$ cat src/hw/osc_trim_pkg.sv
package osc_trim_pkg;

  // Register offsets
  localparam logic [15:0] ADDR_FAST_CAL = 16'h000a;
  localparam logic [15:0] ADDR_LF_CTRL = 16'h000b;
  localparam logic [15:0] ADDR_SLOW_CAP = 16'h000c;
  localparam logic [15:0] ADDR_CNT_LO = 16'h0011;
  localparam logic [15:0] ADDR_CNT_HI = 16'h0012;
  localparam logic [15:0] ADDR_SLOT_GAP = 16'h0013;

  // Field positions and widths
  localparam int BIT_CAL_ENA = 10;
  localparam int BIT_ARM = 15;
  localparam int BIT_CAL_GO = 15;
  localparam int LF_TRIM_W = 10;
  localparam int SLOW_TRIM_W = 6;
  localparam int CAL_CNT_W = 15;
  localparam int LF_CNT_W = 8;

  // Reset values
  localparam logic [LF_TRIM_W-1:0] LF_TRIM_RST = 10'h2b2;
  localparam logic [SLOW_TRIM_W-1:0] SLOW_TRIM_RST = 6'h12;

  // Calibration windows in low-frequency cycles
  localparam int CAL_WIN_1M = 128;
  localparam int CAL_WIN_32K = 32;

  // Timebase for the capture counter
  localparam int CLOCK_PERIOD_NS = 10;
  localparam int TICK_PERIOD_NS = 1000;
  localparam int TICK_CYCLES = TICK_PERIOD_NS / CLOCK_PERIOD_NS;

  // Synchroniser lanes
  localparam int SYNC_STAMP = 0;
  localparam int SYNC_FAST = 1;
  localparam int SYNC_LF = 2;
  localparam int SYNC_LANES = 3;

  typedef struct packed {
    logic [31:0] count;
    logic [15:0] gap;
  } capture_s;

  typedef enum logic [0:0] {CAL_IDLE, CAL_RUN} cal_state_e;

endpackage

$ cat src/hw/pin_edge_sync.sv
`timescale 1ns/1ps
`default_nettype none
module pin_edge_sync #(
  parameter int WIDTH = 1
) (
  input wire logic clock,
  input wire logic reset,
  input wire logic [WIDTH-1:0] pins_in,
  output logic [WIDTH-1:0] level,
  output logic [WIDTH-1:0] rise
);

  if (WIDTH < 1)
  begin : g_bad_width
    $error("pin_edge_sync needs WIDTH of at least 1");
  end

  // Three stages per lane; a change counts once stages two and three agree
  for (genvar i = 0; i < WIDTH; i++)
  begin : g_lane
    logic s1_r;
    logic s2_r;
    logic s3_r;
    logic lvl_r;
    logic agree;
    assign agree = (s2_r == s3_r);
    always_ff @(posedge clock)
    begin
      if (reset)
      begin
        s1_r <= 1'b0;
        s2_r <= 1'b0;
        s3_r <= 1'b0;
        lvl_r <= 1'b0;
      end
      else
      begin
        s1_r <= pins_in[i];
        s2_r <= s1_r;
        s3_r <= s2_r;
        if (agree)
          lvl_r <= s3_r;
      end
    end
    assign level[i] = lvl_r;
    assign rise[i] = agree && s3_r && !lvl_r;
  end

endmodule
`default_nettype wire

$ cat src/hw/osc_trim_timestamp_capture.sv
`timescale 1ns/1ps
`default_nettype none
module osc_trim_timestamp_capture
  import osc_trim_pkg::*;
#(
  parameter int TICK_DIV = TICK_CYCLES
) (
  input wire logic clock,
  input wire logic reset,
  input wire logic [15:0] reg_addr,
  input wire logic reg_write,
  input wire logic reg_read,
  input wire logic [15:0] reg_wdata,
  output logic [15:0] reg_rdata,
  output logic reg_rvalid,
  input wire logic gp_pin_zero,
  input wire logic alt_stamp_in,
  input wire logic stamp_reassign,
  input wire logic [15:0] slot_gap_count,
  input wire logic fast_osc_in,
  input wire logic lf_osc_in,
  input wire logic lf_src_is_32k,
  output logic cal_clock_enable,
  output logic [LF_TRIM_W-1:0] lf_osc_freq_trim,
  output logic [SLOW_TRIM_W-1:0] slow_osc_trim
);

  if (TICK_DIV < 1 || TICK_DIV > 65536)
  begin : g_bad_tick
    $error("TICK_DIV must lie in 1 to 65536");
  end

  logic cal_ena_r;
  logic [LF_TRIM_W-1:0] lf_trim_r;
  logic [SLOW_TRIM_W-1:0] slow_trim_r;
  logic arm_r;
  logic arm_nxt;
  capture_s cap_r;
  logic [31:0] count_r;
  logic [15:0] tick_cnt_r;
  logic tick;
  logic [15:0] rdata_r;
  logic rvalid_r;
  logic go_r;
  logic go_nxt;
  cal_state_e cal_state_r;
  cal_state_e cal_state_nxt;
  logic [LF_CNT_W-1:0] lf_cnt_r;
  logic [CAL_CNT_W-1:0] acc_r;
  logic [CAL_CNT_W-1:0] acc_nxt;
  logic [CAL_CNT_W-1:0] tally_r;
  logic [LF_CNT_W-1:0] win_last;
  logic cal_done;
  logic stamp_raw;
  logic capture_fire;
  logic [SYNC_LANES-1:0] rise;
  logic [SYNC_LANES-1:0] level;
  logic [15:0] rd_mux;

  // Address decode
  logic wr_lf;
  logic wr_slow;
  logic wr_fast;
  assign wr_lf = reg_write && (reg_addr == ADDR_LF_CTRL);
  assign wr_slow = reg_write && (reg_addr == ADDR_SLOW_CAP);
  assign wr_fast = reg_write && (reg_addr == ADDR_FAST_CAL);

  // Timestamp source select, then synchronise all pin inputs
  assign stamp_raw = stamp_reassign ? alt_stamp_in : gp_pin_zero;

  pin_edge_sync #(.WIDTH(SYNC_LANES)) u_sync (
    .clock(clock),
    .reset(reset),
    .pins_in({lf_osc_in, fast_osc_in, stamp_raw}),
    .level(level),
    .rise(rise)
  );

  // Free-running capture counter on a divided tick
  assign tick = (tick_cnt_r == 16'(TICK_DIV - 1));
  always_ff @(posedge clock)
  begin
    if (reset)
    begin
      tick_cnt_r <= '0;
      count_r <= '0;
    end
    else
    begin
      tick_cnt_r <= tick ? '0 : tick_cnt_r + 16'h0001;
      if (tick)
        count_r <= count_r + 32'h0000_0001;
    end
  end

  // Capture arming; a software write wins over the self-clear
  assign capture_fire = arm_r && rise[SYNC_STAMP];
  assign arm_nxt = wr_slow ? reg_wdata[BIT_ARM] : (capture_fire ? 1'b0 : arm_r);

  // Trim, enable and arm registers
  always_ff @(posedge clock)
  begin
    if (reset)
    begin
      cal_ena_r <= 1'b0;
      lf_trim_r <= LF_TRIM_RST;
      slow_trim_r <= SLOW_TRIM_RST;
      arm_r <= 1'b0;
    end
    else
    begin
      if (wr_lf)
      begin
        cal_ena_r <= reg_wdata[BIT_CAL_ENA];
        lf_trim_r <= reg_wdata[LF_TRIM_W-1:0];
      end
      if (wr_slow)
        slow_trim_r <= reg_wdata[SLOW_TRIM_W-1:0];
      arm_r <= arm_nxt;
    end
  end

  // Count and slot gap latched as one record
  always_ff @(posedge clock)
  begin
    if (reset)
      cap_r <= '0;
    else if (capture_fire)
      cap_r <= '{count: count_r, gap: slot_gap_count};
  end

  // Fast oscillator calibration; window opens at the first slow edge so it spans whole slow cycles
  assign win_last = lf_src_is_32k ? LF_CNT_W'(CAL_WIN_32K) : LF_CNT_W'(CAL_WIN_1M);
  assign acc_nxt = (rise[SYNC_FAST] && lf_cnt_r != '0 && acc_r != '1) ? acc_r + 1'b1 : acc_r;
  assign cal_done = (cal_state_r == CAL_RUN) && cal_ena_r && rise[SYNC_LF] && (lf_cnt_r == win_last);
  assign go_nxt = (wr_fast && reg_wdata[BIT_CAL_GO]) ? 1'b1 : (cal_done ? 1'b0 : go_r);

  // Calibration sequencing; dropping the enable abandons a cycle
  always_comb
  begin
    cal_state_nxt = cal_state_r;
    case (cal_state_r)
      CAL_IDLE:
        if (go_r && cal_ena_r)
          cal_state_nxt = CAL_RUN;
      CAL_RUN:
        if (!cal_ena_r || cal_done)
          cal_state_nxt = CAL_IDLE;
      default:
        cal_state_nxt = CAL_IDLE;
    endcase
  end

  always_ff @(posedge clock)
  begin
    if (reset)
    begin
      cal_state_r <= CAL_IDLE;
      go_r <= 1'b0;
      lf_cnt_r <= '0;
      acc_r <= '0;
      tally_r <= '0;
    end
    else
    begin
      cal_state_r <= cal_state_nxt;
      go_r <= go_nxt;
      if (cal_state_r == CAL_IDLE)
      begin
        lf_cnt_r <= '0;
        acc_r <= '0;
      end
      else
      begin
        acc_r <= acc_nxt;
        if (rise[SYNC_LF])
          lf_cnt_r <= lf_cnt_r + 1'b1;
      end
      if (cal_done)
        tally_r <= acc_nxt;
    end
  end

  // Read data select; unmapped and reserved bits read zero
  assign rd_mux =
    (reg_addr == ADDR_FAST_CAL) ? {go_r, tally_r} :
    (reg_addr == ADDR_LF_CTRL) ? {5'h00, cal_ena_r, lf_trim_r} :
    (reg_addr == ADDR_SLOW_CAP) ? {arm_r, 9'h000, slow_trim_r} :
    (reg_addr == ADDR_CNT_LO) ? cap_r.count[15:0] :
    (reg_addr == ADDR_CNT_HI) ? cap_r.count[31:16] :
    (reg_addr == ADDR_SLOT_GAP) ? cap_r.gap : 16'h0000;

  always_ff @(posedge clock)
  begin
    if (reset)
    begin
      rdata_r <= '0;
      rvalid_r <= 1'b0;
    end
    else
    begin
      rvalid_r <= reg_read;
      if (reg_read)
        rdata_r <= rd_mux;
    end
  end

  assign reg_rdata = rdata_r;
  assign reg_rvalid = rvalid_r;
  assign cal_clock_enable = cal_ena_r;
  assign lf_osc_freq_trim = lf_trim_r;
  assign slow_osc_trim = slow_trim_r;
endmodule
`default_nettype wire

$ cat config.mk
export PLATFORM = sky130hd
export DESIGN_NAME = osc_trim_timestamp_capture
export DESIGN_NICKNAME = d
export VERILOG_FILES = /design/src/hw/osc_trim_pkg.sv /design/src/hw/pin_edge_sync.sv /design/src/hw/osc_trim_timestamp_capture.sv
export SDC_FILE = /design/constraint.sdc
export NUM_CORES = 1
export LEC_CHECK = 0
export BUFFER_PORTS_ARGS = -buffer_cell sky130_fd_sc_hd__clkbuf_2
export CAP_MARGIN = 20
export CORE_UTILIZATION = 55
export DETAILED_ROUTE_END_ITERATION = 16
export PLACE_DENSITY = 0.76
export SLEW_MARGIN = 10
export SYNTH_ARGS = -nofsm -noshare
export SYNTH_HDL_FRONTEND = slang
export SYNTH_HIERARCHICAL = 1
export SYNTH_SLANG_ARGS = --single-unit
$ cat constraint.sdc
create_clock -name clock -period 2.95 [get_ports clock]
set_clock_uncertainty 0.1 [all_clocks]
set_input_delay 0.295 -clock clock [delete_from_list [all_inputs] [get_ports clock]]
set_output_delay 0.295 -clock clock [all_outputs]
set_load 0.03 [all_outputs]
# After elaboration in Yosys (flattened, before gate mapping)
# Cells that the tools add are included.
# op_classes
eq_ne	12
reduce_logical	27
addsub	4
bitwise_logic	1
muxes	16
# op_table
op	n
16-bit 2-to-1 mux	6
16-bit by 4-bit == test with 1-bit output (second input constant)	3
16-bit by 5-bit == test with 1-bit output (second input constant)	3
32-bit by 1-bit adder with 32-bit output (second input constant)	1
1-bit logical AND	17
16-bit by 1-bit adder with 16-bit output (second input constant)	1
16-bit by 7-bit == test with 1-bit output (second input constant)	1
15-bit by 1-bit adder with 15-bit output (second input constant)	1
15-bit 2-to-1 mux	1
15-bit inequality test (second input constant)	1
8-bit by 1-bit adder with 8-bit output (second input constant)	1
8-bit == test	1
8-bit 2-to-1 mux	1
8-bit nonzero test	1
1-bit 2-to-1 mux	7
1-bit logical NOT	4
2-bit nonzero test	2
2-bit OR reduction	2
1-bit == test	3
1-bit case mux with 2 select lines	1
1-bit logical OR	1
1-bit NOT	1
# word_totals
output_inout_bits	34
register_bits	183
inputBits	58
elab_cells	87

# Depth between registers and ports, before layout
# logic_depth
ltp_word	8
mapped_depth	8
ltp_nobuf	7

# Modules after synthesis
# The synthesis kept the hierarchy.
# modules_own_cells
module	area_per_inst_um2	instances	cells_per_inst	seq_area_each_um2
osc_trim_timestamp_capture	7548.5	1	914	3423.3
pin_edge_sync	462.9	1	37	240.2

# Worst setup path before layout
# No wires, ideal clock.
# synth_timing
kind	reg2reg
start	reg tick_cnt_r[0]
end	reg count_r[25]
path_stages_with_launch	7
period_less_slack_ns	2.152
path_buffers	0
setup_time_ns	0.121
slack_ns	0.798
arrival_ns	1.931
required_ns	2.729
cell_sequence	dfxtp_1 > ha_1 > and4bb_2 > nand4_1 > nor3_1 > nand4_1 > mux2_2
# synth_via
elab_chain_len	1
# synth_lines
element	line_no	source
start, declared	osc_trim_timestamp_capture.sv:40	logic [15:0] tick_cnt_r;
start signal, assigned	osc_trim_timestamp_capture.sv:90	tick_cnt_r <= tick ? '0 : tick_cnt_r + 16'h0001;
16-bit by 7-bit == test with 1-bit output	osc_trim_timestamp_capture.sv:80	assign tick = (tick_cnt_r == 16'(TICK_DIV - 1));
end signal, assigned	osc_trim_timestamp_capture.sv:92	count_r <= count_r + 32'h0000_0001;
end, declared	osc_trim_timestamp_capture.sv:39	logic [31:0] count_r;
# No other way between the ends.
# A chain may end at the register's enable or synchronous reset.

# Worst setup path in the final report
# layout_timing
start	reg tick_cnt_r[0]
end	reg count_r[27]
# Same word-level chain as after synthesis.

==> metrics.md <==
| Metric | Value |
|---|---|
| Worst reg2reg endpoint | `count_r[27]` |
| Worst slew margin | `0.503` |
| Max-cap viol count | `0` |
| Reg2reg setup slack | `0.46 ns` |
| Top Ports | `92` |
| Share of cells above drive strength 1 | `0.158` |
| Postcts setup bufs | `0` |
| Largest net degree at the start of global routing | `84` |
| Syn. warnings | `6` |
| Die width | `123 um` |
| Worst Tran Pin Value | `0.734 ns` |
| H-tree Lvls | `4` |
| Gpl congestion | `0.873` |
| Hold EP | `lf_osc_freq_trim[6]` |
| Nets@finish | `1098` |
| Post-Route WL | `19300 um` |
| Pwr Density | `536 nW/um2` |
| Design area | `around 9400 um2` |
| Max clock buf depth | `2` |
| Routed Antenna Nets | `0` |
| First-pass GRT wire length | `31000 um` |
| Most common cell after layout, fill and taps aside | `dfxtp_1` |
| DRC viols | `0` |
| Clk root buf | `clkbuf_16` |
| Die H | `between 100 and 150 um` |
| Fmax | `402 MHz` |
| Final critical-path required period | `~2.5 ns` |
| HP Class | `input port to register` |
| Cell area after placement | `about 8600 um2` |
| Final Max Slew Viols | `0` |
| Hold Path Depth | `3` |
| DIE AREA | `about 15000 um2` |
| Synth Net Count | `1014` |
| Cell Area, Synth | `7990 um2` |
| Remaining global-route overflow | `0` |
| Resize count post-CTS | `0` |
| Core Area | `between 10000 and 15000 um2` |
| Post-Route Setup TNS | `0 ns` |
| Drt first pass iters | `5` |
| Ant diodes | `0` |
| CTS buffer count | `17` |
| Reg2reg start | `tick_cnt_r[0]` |
| Initial Util | `0.569` |
| Area grow syn2layout | `17.2%` |
| Final period utilization | `0.844` |
| Mapped Cells | `948` |
| Hold Violations, Final | `0` |
| Worst-skew pair later-pin latency | `0.43 ns` |
| Fill count | `around 1200` |
| Register clock-pin slew on the reported worst setup and hold paths | `0.06 ns` |
| Critical Path AT | `2.75 ns` |
| CP Max Fanout | `6` |
| Vias in the first global route | `6253` |
| Dpl hpwl | `13300 um` |
| Overall routing resource usage | `0.268` |
| Drt wl/cell | `15.8 um` |
| CP Class | `register to register` |
| Vias | `between 7000 and 8000` |
| I/O Buffers | `87` |
| RSZ-0062 raised after global routing | `no` |
| Worst EP required | `3.21 ns` |
| Hold Path Origin | `reg_wdata[6]` |
| Row count | `43` |
| Final setup violation count | `0` |
| Worst VDD drop | `645 uV` |
| TritonCTS clock tree | `built` |
| Avg Inst Size Synth | `8.43 um2` |
| CTS Sinks | `around 180` |
| Drt initial violations | `~610` |
| Commonest non-fill, non-tap cells in the layout | `183 x dfxtp_1, 155 x nand2_1, 86 x clkbuf_2, 84 x nor2_1, 82 x a21oi_1` |
| Crit. End Element | `register` |
| R2r worst-path depth | `7` |
| Type of origin of the critical path | `register` |
| Lkg Pwr | `3.34 nW` |
| Outcome | `finished, final reports clean` |
| Routed vias/inst | `5.75` |
| Initial antenna violation count | `0` |
==> layout make-up <==
type / count / area (um2) / area share
multi-input cells: 699 / 4080 / 0.435
clock inverters: 10 / 153 / 0.0163
inverters: 8 / 30.0 / 0.00321
flip-flops and latches: 183 / 3660 / 0.391
clock buffers: 21 / 450 / 0.0481
well taps: 180 / 225 / 0.0240
repair buffers: 123 / 768 / 0.0820
==> power by group <==
part	leakage, nW	internal, W	switching, W
clock	0.296	0.00143	0.000919
combinational	1.56	0.0000760	0.000110
sequential	1.48	0.00248	0.00000794
==> through the flow <==
stage               hold slack [ns]  total power, W  utilization  setup WS, ns  instances
floorplan                     0.313         0.00264            -         0.798        948
global placement              0.322         0.00271        0.611         0.504       1174
detailed placement            0.331         0.00271        0.611         0.465       1174
CTS                        0.000154         0.00506        0.667         0.452       1224
global route                 0.0129         0.00518        0.667         0.278       1224
finish                      0.00851         0.00502        0.667         0.461       1224
==> per-layer routing <==
metal,vias to the layer above,GRT usage,wire (um)
met4,0,0.0915,269
met1,3303,0.385,9470
met5,-,0,0
li1,3518,-,-
met3,19,0.0567,990
met2,203,0.395,8550
==> flip-flops by register name, summed over array words and instances, names as in the netlist, 3 cells and up <==
name                 flops
acc_r                   15
cap_r                   48
count_r                 32
lf_cnt_r                 8
lf_osc_freq_trim        10
reg_rdata               16
slow_osc_trim            6
tally_r                 15
tick_cnt_r              16
u_sync/g_lane.lvl_r      3
u_sync/g_lane.s1_r       3
u_sync/g_lane.s2_r       3
u_sync/g_lane.s3_r       3
==> critical path, stage by stage (launching register included) <==
cell	delay, ns
dfxtp_1	0.38
ha_1	0.24
and4bb_2	0.30
and3_1	0.25
nand4_1	0.28
buf_4	0.26
or4_1	0.46
a21oi_1	0.15
==> timing repair <==
| item | in CTS | in global routing |
|---|---|---|
| setup endpoints to repair | 0 | 0 |
| hold buffers | 19 | 0 |
| hold endpoints to repair | 19 | 0 |
==> how the worst max path moves through the flow <==
| stage | start | to | slack (ns) | cells past startpoint |
|---|---|---|---|---|
| after floorplan | tick_cnt_r[0] | count_r[25] | 0.80 | 6 |
| after global placement | tick_cnt_r[0] | count_r[27] | 0.50 | 7 |
| after detailed placement | tick_cnt_r[0] | count_r[27] | 0.46 | 7 |
| after CTS | tick_cnt_r[0] | count_r[27] | 0.45 | 7 |
| after global routing | tick_cnt_r[0] | count_r[27] | 0.28 | 7 |
| final | tick_cnt_r[0] | count_r[27] | 0.46 | 7 |
Note: power is estimated with default switching activity, not from simulation.
